File: src/logic/dmi_pkg.sv
// Purpose: Shared constants and types for the DRAM mode-programming block.
// Assumes: Commands are sampled on rising edges of the link clock.
// Notes:   Field positions follow the mode register layouts.
package dmi_pkg;
   // =========================================================
   // Command pin group
   typedef struct packed {
      logic       cs_n;
      logic       ras_n;
      logic       cas_n;
      logic       we_n;
      logic [2:0] bank_select;
      logic [15:0] addr;
   } dmi_cmd_t;

   typedef enum {
      DMI_ST_POWER,
      DMI_ST_IDLE,
      DMI_ST_ACTIVE,
      DMI_ST_BURST,
      DMI_ST_SELF
   } dmi_state_t;

   // =========================================================
   // Bank codes for register writes
   localparam logic [1:0] BANK_MAIN  = 2'h0;
   localparam logic [1:0] BANK_EXT1  = 2'h1;
   localparam logic [1:0] BANK_EXT2  = 2'h2;
   localparam logic [1:0] BANK_EXT3  = 2'h3;

   // Main register fields.
   localparam int MR_BL_LO = 0;
   localparam int MR_BT    = 3;
   localparam int MR_CL_LO = 4;
   localparam int MR_TM    = 7;
   localparam int MR_DLLR  = 8;
   localparam int MR_WR_LO = 9;
   localparam logic [2:0] BL_FOUR  = 3'h2;
   localparam logic [2:0] BL_EIGHT = 3'h3;

   // Extended register one fields, plus one register two field.
   localparam int E1_DLL_DIS  = 0;
   localparam int E1_HALF_DRV = 1;
   localparam int E1_RTT_LO   = 2;
   localparam int E1_AL_LO    = 3;
   localparam int E1_RTT_HI   = 6;
   localparam int E1_CAL_LO   = 7;
   localparam int E1_STRB_SE  = 10;
   localparam int E1_READ_STROBE_COPY_EN  = 11;
   localparam int E2_HOT_SR   = 7;

   // Timing.
   localparam int  CLK_PERIOD_NS   = 50;
   localparam int  DLL_LOCK_CYCLES = 200;
   localparam logic [7:0] DLL_LOCK_CNT = 8'(DLL_LOCK_CYCLES);
   localparam int  BURST_MAX       = 8;
endpackage

File: src/logic/dmi_mode_prog.sv
// Purpose: Device-side command decode, mode register storage, DLL lock
//          tracking and burst sequencing for a DDR2-style DRAM.
// Assumes: The link clock is slower than I_CORE_CLK and is oversampled.
// Notes:   Array storage is outside this block; only the access shape is
//          produced on the burst outputs.
`timescale 1ns/1ps

// What this block does
// - Accesses are bursts of four or eight, started by activate then read/write.
// - Activate selects bank and row; read/write selects column and auto precharge.
// - Main register write is all strobes and bank bits low.
// - Main register holds burst length, type, latency, test, DLL reset, recovery.
// - Extended register one write has bank bit zero high, bit one low.
// - Register one holds DLL, drive, termination, latency, calibration, strobes.
// - DLL lock count frozen in self refresh, cleared at exit; reads need 200 clocks (earlier reads still run, flagged on O_READ_EARLY).
// - Extended register two write has bank bit one high, bit zero low.
// - Strobes are differential when register one bit ten is zero.
// - Bank bits of a register write choose which register is written.
module dmi_mode_prog
   import dmi_pkg::*;
(
   input  wire logic        I_CORE_CLK,
   input  wire logic        I_RESET_N,
   input  wire logic        I_LINK_CLK,
   input  wire logic        I_CKE,
   input  wire logic        I_TERMINATION_CONTROL,
   input  wire dmi_cmd_t    I_CMD,
   output logic [15:0]      O_OPERATING_MODE,
   output logic [15:0]      O_EXT_MODE_ONE,
   output logic [15:0]      O_EXT_MODE_TWO,
   output logic             O_DLL_LOCKED,
   output logic             O_STROBE_DIFF,
   output logic             O_TERM_ON,
   output logic             O_BURST_VALID,
   output logic             O_BURST_WRITE,
   output logic [2:0]       O_BURST_BANK,
   output logic [15:0]      O_BURST_ROW,
   output logic [11:0]      O_BURST_COL,
   output logic             O_AUTO_PRECHARGE,
   output logic             O_READ_EARLY
);

   // =========================================================
   // Input synchronisers
   logic       lclk_s1_r, lclk_s2_r, lclk_s3_r;
   logic       cke_s1_r, cke_s2_r, cke_last_r;
   logic       odt_s1_r, odt_s2_r;
   dmi_cmd_t   cmd_s1_r, cmd_s2_r;
   logic       link_rise;

   always_ff @(posedge I_CORE_CLK or negedge I_RESET_N) begin
      if (!I_RESET_N) begin
         lclk_s1_r <= 1'b0;
         lclk_s2_r <= 1'b0;
         lclk_s3_r <= 1'b0;
         cke_s1_r  <= 1'b0;
         cke_s2_r  <= 1'b0;
         cke_last_r <= 1'b0;
         odt_s1_r  <= 1'b0;
         odt_s2_r  <= 1'b0;
         cmd_s1_r  <= '1;
         cmd_s2_r  <= '1;
      end else begin
         lclk_s1_r <= I_LINK_CLK;
         lclk_s2_r <= lclk_s1_r;
         lclk_s3_r <= lclk_s2_r;
         cke_s1_r  <= I_CKE;
         cke_s2_r  <= cke_s1_r;
         if (link_rise)
            cke_last_r <= cke_s2_r;
         odt_s1_r  <= I_TERMINATION_CONTROL;
         odt_s2_r  <= odt_s1_r;
         cmd_s1_r  <= I_CMD;
         cmd_s2_r  <= cmd_s1_r;
      end
   end

   // Command pins settle a full link half-period before the rising edge,
   // so the synchronised copy is stable when the edge is seen.
   assign link_rise = lclk_s2_r & ~lclk_s3_r;

   // =========================================================
   // Command decode
   logic sel, is_act, is_rd, is_wr, is_mrw, is_sre;
   logic [2:0] cmd_code;

   always_comb begin
      cmd_code = {cmd_s2_r.ras_n, cmd_s2_r.cas_n, cmd_s2_r.we_n};
      sel      = link_rise & ~cmd_s2_r.cs_n & cke_s2_r;
      is_act   = sel & (cmd_code == 3'h3);
      is_rd    = sel & (cmd_code == 3'h5);
      is_wr    = sel & (cmd_code == 3'h4);
      is_mrw   = sel & (cmd_code == 3'h0);
      // Self refresh entry is a refresh taken with clock enable low that
      // was high at the previous link edge, judged on synchronised copies.
      is_sre   = link_rise & ~cmd_s2_r.cs_n & ~cke_s2_r & cke_last_r
                 & (cmd_code == 3'h1);
   end

   // =========================================================
   // Mode registers and DLL
   logic [15:0] mr_r, mr_nxt, e1_r, e1_nxt, e2_r, e2_nxt;
   logic [7:0]  lock_r, lock_nxt;
   logic        dll_on_r, dll_on_nxt;
   logic        self_r, self_nxt;

   always_comb begin
      mr_nxt     = mr_r;
      e1_nxt     = e1_r;
      e2_nxt     = e2_r;
      lock_nxt   = lock_r;
      dll_on_nxt = dll_on_r;
      self_nxt   = self_r;
      // Count first, so a DLL reset on the same link edge wins.
      if (link_rise && dll_on_r && !self_r && lock_r != DLL_LOCK_CNT)
         lock_nxt = lock_r + 8'h01;
      if (is_mrw) begin
         // Every write except one to BANK_EXT3 replaces the whole register.
         unique case (cmd_s2_r.bank_select[1:0])
            BANK_MAIN: begin
               mr_nxt = cmd_s2_r.addr;
               if (cmd_s2_r.addr[MR_DLLR])
                  lock_nxt = '0;
            end
            BANK_EXT1: begin
               e1_nxt     = cmd_s2_r.addr;
               dll_on_nxt = ~cmd_s2_r.addr[E1_DLL_DIS];
               if (cmd_s2_r.addr[E1_DLL_DIS])
                  lock_nxt = '0;
            end
            BANK_EXT2: e2_nxt = cmd_s2_r.addr;
            BANK_EXT3: ;
         endcase
      end
      if (is_sre)
         self_nxt = 1'b1;
      else if (self_r && cke_s2_r) begin
         self_nxt = 1'b0;
         lock_nxt = '0;
      end
   end

   always_ff @(posedge I_CORE_CLK or negedge I_RESET_N) begin
      if (!I_RESET_N) begin
         mr_r     <= '0;
         e1_r     <= 16'h0001;
         e2_r     <= '0;
         lock_r   <= '0;
         dll_on_r <= 1'b0;
         self_r   <= 1'b0;
      end else begin
         mr_r     <= mr_nxt;
         e1_r     <= e1_nxt;
         e2_r     <= e2_nxt;
         lock_r   <= lock_nxt;
         dll_on_r <= dll_on_nxt;
         self_r   <= self_nxt;
      end
   end

   // =========================================================
   // Bank open and burst sequencing
   dmi_state_t  st_r, st_nxt;
   logic [15:0] row_r [4];
   logic [15:0] row_nxt [4];
   logic [3:0]  open_r, open_nxt;
   logic [3:0]  beat_r, beat_nxt;
   logic        wr_r, wr_nxt, ap_r, ap_nxt, early_r, early_nxt;
   logic [2:0]  bank_r, bank_nxt;
   logic [11:0] col_r, col_nxt;
   logic [3:0]  blen;

   always_comb begin
      st_nxt    = st_r;
      row_nxt   = row_r;
      open_nxt  = open_r;
      beat_nxt  = beat_r;
      wr_nxt    = wr_r;
      ap_nxt    = ap_r;
      bank_nxt  = bank_r;
      col_nxt   = col_r;
      early_nxt = 1'b0;
      blen = (mr_r[MR_BL_LO +: 3] == BL_EIGHT) ? 4'h8 : 4'h4;
      if (is_act) begin
         row_nxt[cmd_s2_r.bank_select[1:0]] = cmd_s2_r.addr;
         open_nxt[cmd_s2_r.bank_select[1:0]] = 1'b1;
      end
      unique case (st_r)
         DMI_ST_POWER: if (is_mrw) st_nxt = DMI_ST_IDLE;
         DMI_ST_IDLE, DMI_ST_ACTIVE: begin
            st_nxt = (open_r != 4'h0) ? DMI_ST_ACTIVE : DMI_ST_IDLE;
            if ((is_rd || is_wr) && open_r[cmd_s2_r.bank_select[1:0]]) begin
               st_nxt   = DMI_ST_BURST;
               wr_nxt   = is_wr;
               bank_nxt = cmd_s2_r.bank_select;
               col_nxt  = {cmd_s2_r.addr[11], 1'b0, cmd_s2_r.addr[9:0]};
               ap_nxt   = cmd_s2_r.addr[10];
               beat_nxt = '0;
               early_nxt = is_rd && (lock_r != DLL_LOCK_CNT);
            end
            if (is_sre) st_nxt = DMI_ST_SELF;
         end
         DMI_ST_BURST: if (link_rise) begin
            // Two transfers per link clock cycle.
            beat_nxt = beat_r + 4'h2;
            if (beat_r + 4'h2 >= blen) begin
               st_nxt = DMI_ST_ACTIVE;
               if (ap_r) open_nxt[bank_r[1:0]] = 1'b0;
            end
         end
         DMI_ST_SELF: if (cke_s2_r) st_nxt = DMI_ST_IDLE;
      endcase
   end

   always_ff @(posedge I_CORE_CLK or negedge I_RESET_N) begin
      if (!I_RESET_N) begin
         st_r    <= DMI_ST_POWER;
         row_r   <= '{default: 16'h0000};
         open_r  <= '0;
         beat_r  <= '0;
         wr_r    <= 1'b0;
         ap_r    <= 1'b0;
         bank_r  <= '0;
         col_r   <= '0;
         early_r <= 1'b0;
      end else begin
         st_r    <= st_nxt;
         row_r   <= row_nxt;
         open_r  <= open_nxt;
         beat_r  <= beat_nxt;
         wr_r    <= wr_nxt;
         ap_r    <= ap_nxt;
         bank_r  <= bank_nxt;
         col_r   <= col_nxt;
         early_r <= early_nxt;
      end
   end

   // =========================================================
   // Registered outputs
   always_ff @(posedge I_CORE_CLK or negedge I_RESET_N) begin
      if (!I_RESET_N) begin
         O_OPERATING_MODE <= '0;
         O_EXT_MODE_ONE   <= '0;
         O_EXT_MODE_TWO   <= '0;
         O_DLL_LOCKED     <= 1'b0;
         O_STROBE_DIFF    <= 1'b1;
         O_TERM_ON        <= 1'b0;
         O_BURST_VALID    <= 1'b0;
         O_BURST_WRITE    <= 1'b0;
         O_BURST_BANK     <= '0;
         O_BURST_ROW      <= '0;
         O_BURST_COL      <= '0;
         O_AUTO_PRECHARGE <= 1'b0;
         O_READ_EARLY     <= 1'b0;
      end else begin
         O_OPERATING_MODE <= mr_r;
         O_EXT_MODE_ONE   <= e1_r;
         O_EXT_MODE_TWO   <= e2_r;
         O_DLL_LOCKED     <= (lock_r == DLL_LOCK_CNT);
         O_STROBE_DIFF    <= ~e1_r[E1_STRB_SE];
         // Termination is off in self refresh.
         O_TERM_ON        <= odt_s2_r & ~self_r
                             & (e1_r[E1_RTT_LO] | e1_r[E1_RTT_HI]);
         O_BURST_VALID    <= (st_r == DMI_ST_BURST);
         O_BURST_WRITE    <= wr_r;
         O_BURST_BANK     <= bank_r;
         O_BURST_ROW      <= row_r[bank_r[1:0]];
         O_BURST_COL      <= col_r;
         O_AUTO_PRECHARGE <= ap_r;
         O_READ_EARLY     <= early_r;
      end
   end
endmodule

File: config.mk
export PLATFORM = sky130hd
export DESIGN_NAME = dmi_mode_prog
export DESIGN_NICKNAME = d
export VERILOG_FILES = /design/src/logic/dmi_pkg.sv /design/src/logic/dmi_mode_prog.sv
export SDC_FILE = /design/constraint.sdc
export NUM_CORES = 1
export LEC_CHECK = 0
export BUFFER_PORTS_ARGS = -buffer_cell sky130_fd_sc_hd__buf_2
export CORE_ASPECT_RATIO = 0.9
export CORE_MARGIN = 2
export CORE_UTILIZATION = 50
export CTS_BUF_LIST = sky130_fd_sc_hd__clkbuf_8
export DETAILED_ROUTE_END_ITERATION = 10
export HOLD_SLACK_MARGIN = 0.08
export PLACE_DENSITY = 0.7
export SYNTH_ARGS = -nofsm -noshare
export SYNTH_HDL_FRONTEND = slang
export SYNTH_SLANG_ARGS = --single-unit
export TNS_END_PERCENT = 5
File: constraint.sdc
create_clock -name I_CORE_CLK -period 2.77 [get_ports I_CORE_CLK]
set_input_delay 0.554 -clock I_CORE_CLK [delete_from_list [all_inputs] [get_ports I_CORE_CLK]]
set_output_delay 0.554 -clock I_CORE_CLK [all_outputs]
set_load 0.03 [all_outputs]
# Word-level counts from Yosys, hierarchy flattened
# Index checks and enable logic that the tools add are counted.
[totals]
regBits = 318
latch_bits = 0
ram_bits = 0
rom_bits = 0
in_bits = 28
out_inout_bits = 86
mem_count = 0
[op_classes]
add_sub_neg = 2
n_mul = 0
n_div = 0
magnitude_cmp = 8
n_eq_ne = 19
shift = 0
n_mux = 40
bitwise_logic = 24
reduce_logical = 24
[ops]
columns = ["op", "n"]
rows = [
  ["$mux 32", 5],
  ["$pmux 32 s4", 1],
  ["$bwmux 64", 1],
  ["$eq 32x2->1 const B", 2],
  ["$eq 32x3->1 const B", 2],
  ["$mux 16", 3],
  ["$mux 8", 6],
  ["$bmux 16 s2", 1],
  ["$demux 16 s2", 1],
  ["$eq 32x1->1 const B", 1],
  ["$logic_not 32->1", 1],
  ["$mux 4", 8],
  ["$pmux 8 s2", 1],
  ["$and 1x1->1", 12],
  ["$ne 2x2->1 const B", 5],
  ["$logic_and 1x1->1", 9],
  ["$add 8x1->8 const B", 1],
  ["$eq 8x8->1 const B", 1],
  ["$ne 8x8->1 const B", 1],
  ["$pmux 4 s2", 1],
  ["$reduce_and 2->1", 4],
  ["$mux 1", 7],
  ["$eq 3x2->1 const B", 2],
  ["$eq 3x3->1 const B", 2],
  ["27 further kinds", 39],
]

# Logic depth before layout (Yosys ltp)
# Gate-level depths: netlist of run 1.
[logic_depth]
word_depth = 11
mapped_depth = 8
mapped_depth_nobuf = 8

# Worst setup path before layout of run 1
# OpenSTA, ideal clock, no wires.
[synth_timing]
path_kind = "register to register"
startpoint = "register beat_r[1]"
endpoint = "register open_r[0]"
setup_time_ns = 0.126
arrival_time_ns = 1.839
required_time_ns = 2.644
path_slack_ns = 0.805
path_stages_with_launch = 9
path_buffers = 0
synth_period_minus_slack_ns = 1.965
path_cell_list = "dfrtp_1 -> ha_1 -> nand2b_1 -> nand2_1 -> ha_1 -> nand3_1 -> a311oi_1 -> nand2_1 -> o32a_1"
[synth_between]
elab_chain_len = 5
[synth_rtl]
columns = ["element", "line_no", "source"]
rows = [
  ["from (decl)", "dmi_mode_prog.sv:167", "logic [3:0] beat_r, beat_nxt;"],
  ["from (signal assigned)", "dmi_mode_prog.sv:230", "beat_r <= beat_nxt;"],
  ["$add 4x2->4", "dmi_mode_prog.sv:206", "if (beat_r + 4'h2 >= blen) begin"],
  ["$ge 4x4->1", "dmi_mode_prog.sv:206", ""],
  ["$mux 4", "dmi_mode_prog.sv:206", ""],
  ["$mux 4", "dmi_mode_prog.sv:203", "DMI_ST_BURST: if (link_rise) begin"],
  ["$mux 4", "dmi_mode_prog.sv:188", "unique case (st_r)"],
  ["via open_nxt[0]", "dmi_mode_prog.sv:166", "logic [3:0] open_r, open_nxt;"],
  ["to (signal assigned)", "dmi_mode_prog.sv:229", "open_r <= open_nxt;"],
  ["to (decl)", "dmi_mode_prog.sv:166", ""],
]
# The timed path passes the listed nets, and every way through them passes these cells.
# A chain may end at the register's enable or synchronous reset.

# Final worst setup path of run 1
# Ends and elaborated chain as after synthesis.

==> metrics.md, run 1 <==
| Metric | Value |
|---|---|
| Result of the run | finished, final reports clean |
| Number of cells produced by synthesis | about 570 |
| EDFF count, synth | 0 |
| Switching power share of the total | 0.239 |
| Hold violation count in the final report | 0 |
| Cell area after layout | approximately 12000 um2 |
| Final cell count without fillers | between 1000 and 1500 |
| Wire length per cell after detailed routing | 19.0 um |
| Hold_sp | I_CMD[3] |
| Total iterations of the first detailed-routing run | 4 |
| Combinational fraction of design power | 0.076 |
| Mean area per synthesized cell | approximately 18 um2 |
| Post-route total power | ~9 mW |
| Max-cap viol count | 0 |
| Antenna diode count | 0 |
| Hold WC Path Type | in -> reg |
| Top Ports | between 100 and 150 |
| Post-synthesis cell type count | 58 |
| Final worst-path setup slack | just over 500 ps |
| Post-DRT Antenna Nets | 0 |
| VDD IR max | 409 uV |
| Internal power of the cells | slightly below 7 mW |
| Root cell of the clock tree | clkbuf_8 |
| Proportion of synthesized flip-flops having asynchronous set or reset | 1.00 |
| GR Util met2 | 0.293 |
| Kind of critical path | reg -> reg |
| Total clock buffers created by CTS | 44 |
| Initial standard-cell utilization of the core | 0.509 |
| Vias per cell | 5.28 |
| Clk pwr share | 0.402 |
| Area of the mapped netlist | slightly above 10000 um2 |
| Worst reg2reg startpoint | beat_r[1]$_DFFE_PN0P_ |
| Maximum clock frequency | roughly 440 MHz |
| Register-to-register setup slack | between 500 and 600 ps |
| Clock insertion delay at the later pin of the skew report | about 540 ps |
| Via count | roughly 5300 |
| Standard cell core area | between 15000 and 20000 um2 |
| Iteration-0 DRC Markers | around 260 |
| Global routing usage on met1 | 0.267 |
| Maximum buffer depth of the clock tree | 3 |
| Global-route track usage on met3 | 0.0399 |
| Placer's final routability congestion estimate | around 0.85 |
| Register bit total from synthesis | between 200 and 300 |
| Detailed Route WL | between 15000 and 20000 um |
| Required time at the endpoint of the critical path | about 3200 ps |
| Worst slack, placed | ~530 ps |
| Die area | 21500 um2 |
| Post-route clock period utilization | 0.816 |
| Yosys synthesis warning count | 0 |
| Net Switching | around 2.1 mW |
| Number of antenna violations at the first check in global routing | 0 |
| PD cells | approximately 740 nW/um2 |
| Clock tree from TritonCTS | yes |
| Pins Over Slew Limit | 0 |
| Count of final setup violators | 0 |
| Post-placement cell area | 11000 um2 |
| Headroom to the max-slew limit | 0.327 |
| Maximum number of pins on one net before global-route repair | between 70 and 80 |
| Worst Path Max Fanout | 4 |
| Total Neg Setup Slack | 0 ps |
| Setup repair after global routing missed its margin | no |
| Std-Cell Rows | 49 |
| Number of global-route vias before repair | roughly 5800 |
| Clk pin slew, worst setup/hold paths | about 60 ps |
| Clock period minus worst slack | around 2300 ps |
| Area growth, synth to finish | 17.8% |
| Register area share after synthesis | 0.715 |
| Most crowded layer after global routing | met2 |
| Commonest cells after routing, fill and taps aside | 240 x dfrtp_1, 111 x buf_2, 109 x mux2_2 |
| H-tree levels | 2 |
| Crit. Startpoint | beat_r[1]$_DFFE_PN0P_ |
| Crit. End Element | flip-flop |
| Transition time of the tightest slew-check pin | about 1000 ps |
| Nets@finish | between 700 and 800 |
| Die Span X | between 150 and 200 um |
| Die Span Y | approximately 140 um |
| Proportion of power drawn by flip-flops and latches | 0.522 |
| LEAKAGE | around 6 nW |
| Leading cell type in the layout, fill and taps excluded | dfrtp_1 |
| Global-route wire length before repair | between 30000 and 40000 um |
| Final routed DRC violation total | 0 |
| Number of buffer cells added on primary ports | 112 |
| Total congestion overflow after global routing | 0 |
| Clock skew | 19.5 ps |
| Syn nets | approximately 600 |
| Post-detail-place hpwl | 12100 um |
| Util after Layout | 0.599 |
| Sinks on the clock net | about 290 |
| Share of layout cells above drive strength 1 | 0.526 |
| Endpoint arrival time on the critical path | 2680 ps |
| Main flop type after synthesis | dfrtp_1 |
| Element type at the critical path start | flip-flop |
| GRT Resource Usage Total | 0.187 |
| Hold_ws | 115 ps |
| Cell total after placement | approximately 930 |
## worst max-delay path: stages, from the launching register on
cell and delay [ps]:
dfrtp_1 410, ha_1 220, nand2b_1 100, nand2_1 70, ha_1 290, nand3_1 80, a311oi_1 560, nand2_1 120
o32a_1 300
## cells in the mapped netlist (4+ instances only)
cell,instances,share of area
dfrtp_1,240,0.59
mux2_2,109,0.12
dfstp_2,48,0.12
mux2_4,18,0.027
mux4_2,17,0.038
nand2_1,14,0.0052
nor2_1,12,0.0044
inv_1,9,0.0033
buf_6,6,0.0066
a21oi_1,5,0.0025
ha_1,5,0.0062
nand2b_1,5,0.0031
xor2_1,5,0.0043
mux2i_1,4,0.0039
nand3_1,4,0.0020
o21ai_0,4,0.0020
## routing by layer
| metal | vias up | share of wire |
|---|---|---|
| li1 | 2330 | - |
| met1 | 2814 | 0.46 |
| met2 | 150 | 0.47 |
| met3 | 52 | 0.048 |
| met4 | 0 | 0.022 |
| met5 | - | 0 |
## sequential cells by signal, summed over array words and instances (netlist names), 4 cells and up
register	flops
cmd_s2_r	20
O_OPERATING_MODE	16
O_EXT_MODE_TWO	16
O_EXT_MODE_ONE	16
mr_r	16
cmd_s1_r	23
lock_r	8
open_r	4
col_r	11
O_BURST_ROW	16
row_r	64
O_BURST_COL	11
e1_r	16
e2_r	16
## cell families after synthesis
family,count (synthesis),synth area share
flops,288,0.715
other cells,1,0.000369
simple gates,73,0.0517
xor+xnor,6,0.00517
compound gates,21,0.0140
buf+inv,26,0.0180
fa+ha+maj,5,0.00615
mux,149,0.190
## worst paths after layout
check / depth (start not counted) / endpoint
setup / recovery: 8 / open_r[0]$_DFF_PN0_
hold / removal: 1 / cmd_s1_r[3]$_DFF_PN1_
setup reg to reg: 8 / open_r[0]$_DFF_PN0_
hold reg to reg: 0 / cke_s2_r$_DFF_PN0_
max in group asynchronous: 3 / cmd_s1_r[21]$_DFF_PN1_
min in group asynchronous: 2 / O_EXT_MODE_ONE[8]$_DFF_PN0_
## power by group through the flow
stage	Clock, mW	Combinational [mW]	Sequential [mW]
floorplan	0	0.325	4.76
global placement	0	0.651	4.69
detailed placement	0	0.681	4.70
CTS	3.67	0.685	4.63
global route	3.87	0.748	4.66
finish	3.57	0.671	4.63
## repair_timing
item	CTS	global route
buffers inserted	0	0
gates resized for setup	0	0
hold endpoints to repair	51	0
hold buffers	1	0
setup endpoints to repair	0	0
## cell type report
class,count,area (um2)
clock inverters,20,109
fillers,1524,8010
flip-flops and latches,288,7270
repair buffers,125,708
multi-input cells,255,2720
inverters,9,33.8
well taps,255,319
clock buffers,60,826
(Power assumes the default switching activity.)
==> run 2, diff against run 1 <==
--- a/config.mk
+++ b/config.mk
@@ -12,7 +12,7 @@
 export CTS_BUF_LIST = sky130_fd_sc_hd__clkbuf_8
 export DETAILED_ROUTE_END_ITERATION = 10
 export HOLD_SLACK_MARGIN = 0.08
-export PLACE_DENSITY = 0.7
+export PLACE_DENSITY = 0.73
 export SYNTH_ARGS = -nofsm -noshare
 export SYNTH_HDL_FRONTEND = slang
 export SYNTH_SLANG_ARGS = --single-unit
==> constraint.sdc (replaced) <==
create_clock -name I_CORE_CLK -period 1.9 [get_ports I_CORE_CLK]
set_input_delay 0.38 -clock I_CORE_CLK [delete_from_list [all_inputs] [get_ports I_CORE_CLK]]
set_output_delay 0.38 -clock I_CORE_CLK [all_outputs]
set_load 0.03 [all_outputs]
==> run 2 against run 1 <==
The flow now finishes with violations (negative setup slack); flip-flop and latch count stayed put; utilization increased by 3.1 points; routed wire length increased by 1.8%; worst hold slack gained 210 ps; sequential share of layout area decreased by 2.9 points; power grew 46%; combinational power rose by 91%; critical path depth unchanged; clock-buffer cell count down 2; clock skew increased by 18 ps; critical path type unchanged; largest cell class unchanged.
==> metrics.md, run 2 (synthesized netlist as in run 1, its figures left out) <==
| Metric | Value |
|---|---|
| Result of the run | finished, violations left |
| Violations in the final reports | negative setup slack |
| Clock period minus worst slack | 2030 ps (-233 ps) |
| LEAKAGE | 6.46 nW (+4.6%) |
| Top Registers | row_r: 64 flops, cmd_s1_r: 23 flops, cmd_s2_r: 20 flops |
| Root cell of the clock tree | clkbuf_8 |
| Die area | 21500 um2 (unchanged) |
| Kind of critical path | reg -> reg |
| Number of antenna violations at the first check in global routing | 0 (unchanged) |
| Global routing usage on met1 | 0.260 (-0.00662) |
| Global-route wire length before repair | 32200 um (+1.4%) |
| Nets@finish | 812 (+7.4%) |
| Vias per cell | 5.10 (-3.5%) |
| Worst Path Max Fanout | 4 (unchanged) |
| Post-placement cell area | 11300 um2 (+2.6%) |
| Via count | 5454 (+2.0%) |
| Largest register FFs | 64 (unchanged) |
| Maximum number of pins on one net before global-route repair | 61 (-15%) |
| Filler Cells Inserted | 1461 (-4.1%) |
| Share of layout cells above drive strength 1 | 0.535 (+0.00921) |
| Headroom to the max-slew limit | 0.587 (+0.261) |
| Critical-path cell with the highest stage delay | dfrtp_1 |
| Number of global-route vias before repair | 6160 (+5.8%) |
| Most flops, register | row_r |
| Top Ports | 114 (unchanged) |
| Hold WC Path Type | reg -> reg |
| Antenna diode count | 0 (unchanged) |
| Switching power share of the total | 0.244 (+0.00578) |
| Clock tree from TritonCTS | yes |
| GRT Resource Usage Total | 0.191 (+0.00368) |
| Maximum clock frequency | 493 MHz (+12%) |
| Post-route clock period utilization | 1.07 (+0.251) |
| Cell total after placement | 959 (+3.0%) |
| Iteration-0 DRC Markers | 176 (-33%) |
| VDD IR max | 564 uV (+38%) |
| Clock insertion delay at the later pin of the skew report | 550 ps (about the same) |
| Global-route track usage on met3 | 0.0517 (+0.0118) |
| Std-Cell Rows | 49 (unchanged) |
| Combinational fraction of design power | 0.099 (+0.023) |
| GR Util met2 | 0.308 (+0.0149) |
| Clock skew | 37.9 ps (+18.4 ps) |
| Max-cap viol count | 0 (unchanged) |
| Crit. End Element | flip-flop |
| Total congestion overflow after global routing | 0 (unchanged) |
| Placer's final routability congestion estimate | 0.851 (-0.28%) |
| Cell breakdown of the critical path | ha_2, nand2b_1, nand2_2, ha_4, nand2b_4, a311oi_4, nand2_1, o32a_1 |
| Setup repair after global routing missed its margin | yes |
| Register-to-register setup slack | -130 ps (-640 ps) |
| Clk pwr share | 0.383 (-0.019) |
| PD cells | 1030 nW/um2 (+39%) |
| Final routed DRC violation total | 0 (unchanged) |
| Bufs and invs on worst path | 0 (unchanged) |
| Maximum buffer depth of the clock tree | 3 (unchanged) |
| Total iterations of the first detailed-routing run | 4 (unchanged) |
| Total clock buffers created by CTS | 44 (unchanged) |
| Cell area after layout | 12600 um2 (+5.1%) |
| Most crowded layer after global routing | met2 |
| Initial standard-cell utilization of the core | 0.509 (unchanged) |
| Element type at the critical path start | flip-flop |
| Endpoint arrival time on the critical path | 2430 ps (-250 ps) |
| Proportion of power drawn by flip-flops and latches | 0.519 (-0.003) |
| Standard cell core area | 20000 um2 (unchanged) |
| Required time at the endpoint of the critical path | 2300 ps (-890 ps) |
| Commonest cells after routing, fill and taps aside | 240 x dfrtp_1, 111 x buf_2, 109 x mux2_2 |
| Transition time of the tightest slew-check pin | 611 ps (-399 ps) |
| Leading cell type in the layout, fill and taps excluded | dfrtp_1 |
| Net Switching | 3.18 mW (+50%) |
| Die Span Y | 139 um (unchanged) |
| Clk pin slew, worst setup/hold paths | 60 ps (about the same) |
| Post-detail-place hpwl | 12600 um (+4.4%) |
| Detailed Route WL | 19600 um (+1.8%) |
| Final worst-path setup slack | -128 ps (-637 ps) |
| Die Span X | 154 um (unchanged) |
| Pins Over Slew Limit | 0 (unchanged) |
| Cell family with the largest share of critical-path delay | compound AO/OA/AOI/OAI gates |
| H-tree levels | 2 (unchanged) |
| Internal power of the cells | 9.82 mW (+45%) |
| Final cell count without fillers | 1070 (+5.7%) |
| Sinks on the clock net | 288 (unchanged) |
| Wire length per cell after detailed routing | 18.3 um (-3.7%) |
| Number of buffer cells added on primary ports | 112 (unchanged) |
| Area growth, synth to finish | 23.8% |
| Slowest cell delay on critical path | 400 ps (-160 ps) |
| Post-DRT Antenna Nets | 0 (unchanged) |
| Count of final setup violators | 19 (+19) |
| Hold violation count in the final report | 0 (unchanged) |
## run 2: path summary, 6_finish.rpt
check,startpoint,end,cells past startpoint
setup / recovery,beat_r[2]$_DFFE_PN0P_,open_r[0]$_DFF_PN0_,8
hold / removal,cmd_s1_r[13]$_DFF_PN1_,cmd_s2_r[13]$_DFF_PN1_,0
setup reg to reg,beat_r[2]$_DFFE_PN0P_,open_r[0]$_DFF_PN0_,8
hold reg to reg,cmd_s1_r[13]$_DFF_PN1_,cmd_s2_r[13]$_DFF_PN1_,0
max in group asynchronous,I_RESET_N,cmd_s1_r[2]$_DFF_PN1_,3
min in group asynchronous,I_RESET_N,e1_r[8]$_DFFE_PN0P_,2
## run 2: area by class of cell
cell class	count	area [um2]	share of cell area
clock buffers	58	798	0.0634
clock inverters	24	100	0.00795
inverters	9	33.8	0.00268
multi-input cells	255	2800	0.222
flip-flops and latches	288	7270	0.577
well taps	255	319	0.0253
repair buffers	181	1280	0.102
## run 2: power groups by stage
stage | combinational, mW | clock, mW | sequential [mW]
after floorplan | 0.487 | 0 | 6.93
after global placement | 1.05 | 0 | 6.81
after detailed placement | 1.10 | 0 | 6.84
after CTS | 1.27 | 5.12 | 6.74
after global routing | 1.41 | 5.43 | 6.78
final | 1.28 | 4.97 | 6.74
## run 2: per-stage QoR
| step | hold WS (ps) | TNS [ps] | util | total power [mW] | worst slack, ps |
|---|---|---|---|---|---|
| 6_report | 328 | -1140 | 0.630 | 13.0 | -128 |
| 5_1_grt | 331 | -2940 | 0.630 | 13.6 | -205 |
| 4_1_cts | 318 | -1240 | 0.629 | 13.1 | -92.7 |
| 3_5_place_dp | 313 | -1380 | 0.567 | 7.94 | -156 |
| 3_3_place_gp | 311 | -443 | 0.567 | 7.86 | -40.7 |
| 2_1_floorplan | 84.4 | -27.3 | - | 7.42 | -5.62 |
## run 2: layer usage
layer / up-vias / wire (um)
met4: 0 / 323
met1: 2846 / 8750
met5: - / 0
met2: 144 / 9400
met3: 32 / 1090
li1: 2432 / -
## run 2: repair_timing
action / CTS / global route
setup buffers: 2 / 0
hold buffers: 27 / 0
setup endpoints to repair: 34 / 37
endpoints found under the hold margin: 68 / 0
gates resized for setup: 10 / 4
pin swaps: 4 / 0
==> run 3, diff against run 2 <==
==> constraint.sdc (replaced) <==
create_clock -name I_CORE_CLK -period 1.9 [get_ports I_CORE_CLK]
set_input_delay 0.285 -clock I_CORE_CLK [delete_from_list [all_inputs] [get_ports I_CORE_CLK]]
set_output_delay 0.285 -clock I_CORE_CLK [all_outputs]
set_load 0.03 [all_outputs]
==> run 3 against run 2 <==
The flow still finishes with violations (negative setup slack); maximum frequency is 3.1% higher; final cell count up 0.65%; routed wire length is 2.5% higher; clock power grew 3%.
==> metrics.md, run 3 (synthesized netlist as in run 1, its figures left out) <==
| Metric | Value |
|---|---|
| Result of the run | finished, violations left |
| Violations in the final reports | negative setup slack |
| Antenna diode count | 0 (unchanged) |
| Clock skew | 46.9 ps (+8.99 ps) |
| Largest register FFs | 64 (unchanged) |
| PD cells | 1040 nW/um2 (+0.65%) |
| Nets@finish | 818 (+0.74%) |
| Total congestion overflow after global routing | 0 (unchanged) |
| Crit. End Element | flip-flop |
| Cell area after layout | 12700 um2 (+0.89%) |
| Kind of critical path | reg -> reg |
| Standard cell core area | 20000 um2 (unchanged) |
| Post-placement cell area | 11400 um2 (+0.35%) |
| Placer's final routability congestion estimate | 0.838 (-1.6%) |
| Maximum clock frequency | 508 MHz (+3.1%) |
| Element type at the critical path start | flip-flop |
| Final worst-path setup slack | -67.4 ps (+60.8 ps) |
| LEAKAGE | 6.51 nW (+0.88%) |
| Final routed DRC violation total | 0 (unchanged) |
| Initial standard-cell utilization of the core | 0.509 (unchanged) |
| Clk pin slew, worst setup/hold paths | 60 ps (about the same) |
| Commonest cells after routing, fill and taps aside | 240 x dfrtp_1, 111 x buf_2, 109 x mux2_2 |
| Number of buffer cells added on primary ports | 112 (unchanged) |
| Number of antenna violations at the first check in global routing | 0 (unchanged) |
| H-tree levels | 2 (unchanged) |
| Detailed Route WL | 20000 um (+2.5%) |
| Maximum buffer depth of the clock tree | 3 (unchanged) |
| Top Registers | row_r: 64 flops, cmd_s1_r: 23 flops, cmd_s2_r: 20 flops |
| Maximum number of pins on one net before global-route repair | 59 (-3.3%) |
| Count of final setup violators | 3 (-16) |
| Total iterations of the first detailed-routing run | 4 (unchanged) |
| Number of global-route vias before repair | 6095 (-1.1%) |
| Hold violation count in the final report | 0 (unchanged) |
| Clock insertion delay at the later pin of the skew report | 560 ps (about the same) |
| Required time at the endpoint of the critical path | 2340 ps (+40 ps) |
| Endpoint arrival time on the critical path | 2410 ps (-20 ps) |
| Share of layout cells above drive strength 1 | 0.538 (+0.00274) |
| VDD IR max | 566 uV (+0.26%) |
| Post-DRT Antenna Nets | 0 (unchanged) |
| Area growth, synth to finish | 25.0% |
| Leading cell type in the layout, fill and taps excluded | dfrtp_1 |
| Global-route wire length before repair | 32500 um (+1.1%) |
| Register cell area after layout | 7270 um2 (unchanged) |
| Vias per cell | 5.11 (+0.21%) |
| Clock period minus worst slack | 1970 ps (-60.8 ps) |
| Wire length per cell after detailed routing | 18.6 um (+1.8%) |
| Top Ports | 114 (unchanged) |
| GRT Resource Usage Total | 0.192 (+0.00141) |
| Total clock buffers created by CTS | 45 (+2.3%) |
| Sinks on the clock net | 288 (unchanged) |
| Setup repair after global routing missed its margin | yes |
| Hold_ws | 284 ps (-43.7 ps) |
| Post-detail-place hpwl | 12700 um (+1.2%) |
| Most flops, register | row_r |
| Die Span Y | 139 um (unchanged) |
| Die area | 21500 um2 (unchanged) |
| Via count | 5501 (+0.86%) |
| Clock tree from TritonCTS | yes |
| Headroom to the max-slew limit | 0.593 (+0.00601) |
| Filler Cells Inserted | 1419 (-2.9%) |
| Die Span X | 154 um (unchanged) |
| Area occupied by multi-input gates | 2810 um2 (+0.45%) |
| Transition time of the tightest slew-check pin | 602 ps (-8.90 ps) |
| Post-route clock period utilization | 1.04 (-0.0320) |
| Max-cap viol count | 0 (unchanged) |
| Pins Over Slew Limit | 0 (unchanged) |
| Worst Path Max Fanout | 4 (unchanged) |
| Hold WC Path Type | in -> async |
| Iteration-0 DRC Markers | 255 (+45%) |
| Std-Cell Rows | 49 (unchanged) |
| Root cell of the clock tree | clkbuf_8 |
run 3: layer usage:
metal	routed length, um	global-route usage	vias to the layer above
met1	8940	0.263	2882
met2	9730	0.314	150
met3	1070	0.0458	26
li1	-	-	2443
met4	307	0.0536	0
met5	0	0	-
run 3: timing repair:
item	4_1_cts	5_1_grt
endpoints found under the setup margin	18	32
hold buffers	27	0
setup buffers	3	2
hold endpoints to repair	159	0
pin swaps	4	3
resized for setup	2	13
run 3: cell type report:
type,instances,area share
inverter,9,0.00266
timing repair buffer,186,0.107
multi-input combinational,255,0.221
sequential,288,0.572
clock buffer,56,0.0607
clock inverter,28,0.0120
tap,255,0.0251
run 3: stage by stage:
step / total power [mW] / setup WS (ps) / utilization / TNS (ps) / std cells
floorplan: 7.42 / -5.62 / - / -27.3 / 569
global placement: 7.86 / -18.8 / 0.569 / -32.1 / 961
detailed placement: 7.95 / -107 / 0.569 / -1260 / 961
CTS: 13.2 / -67.7 / 0.631 / -163 / 1075
global route: 13.8 / -141 / 0.636 / -402 / 1077
finish: 13.2 / -67.4 / 0.636 / -166 / 1077
run 3: where the power goes:
part | switching [mW] | total [mW] | internal (mW)
logic | 0.711 | 1.32 | 0.608
registers | 0.251 | 6.76 | 6.51
clock network | 2.30 | 5.12 | 2.81
run 3: final timing paths:
path	startpoint	end	slack [ps]	cells past startpoint
min	I_RESET_N	bank_r[2]$_DFFE_PN0P_	280	2
max	beat_r[1]$_DFFE_PN0P_	open_r[0]$_DFF_PN0_	-70	8
min reg2reg	cmd_s1_r[6]$_DFF_PN1_	cmd_s2_r[6]$_DFF_PN1_	350	0
min in group I_CORE_CLK	cmd_s1_r[6]$_DFF_PN1_	cmd_s2_r[6]$_DFF_PN1_	350	0
max reg2reg	beat_r[1]$_DFFE_PN0P_	open_r[0]$_DFF_PN0_	-70	8
max in group asynchronous	I_RESET_N	cmd_s1_r[6]$_DFF_PN1_	870	3
run 3: worst max-delay path, cell delays in order (launching register included):
cell and delay, ps:
dfrtp_1 400, ha_4 170, nand2b_4 130, nand2_2 70, ha_4 290, nand3_2 110, a311oi_4 290, nand2_1 100
o32a_1 300
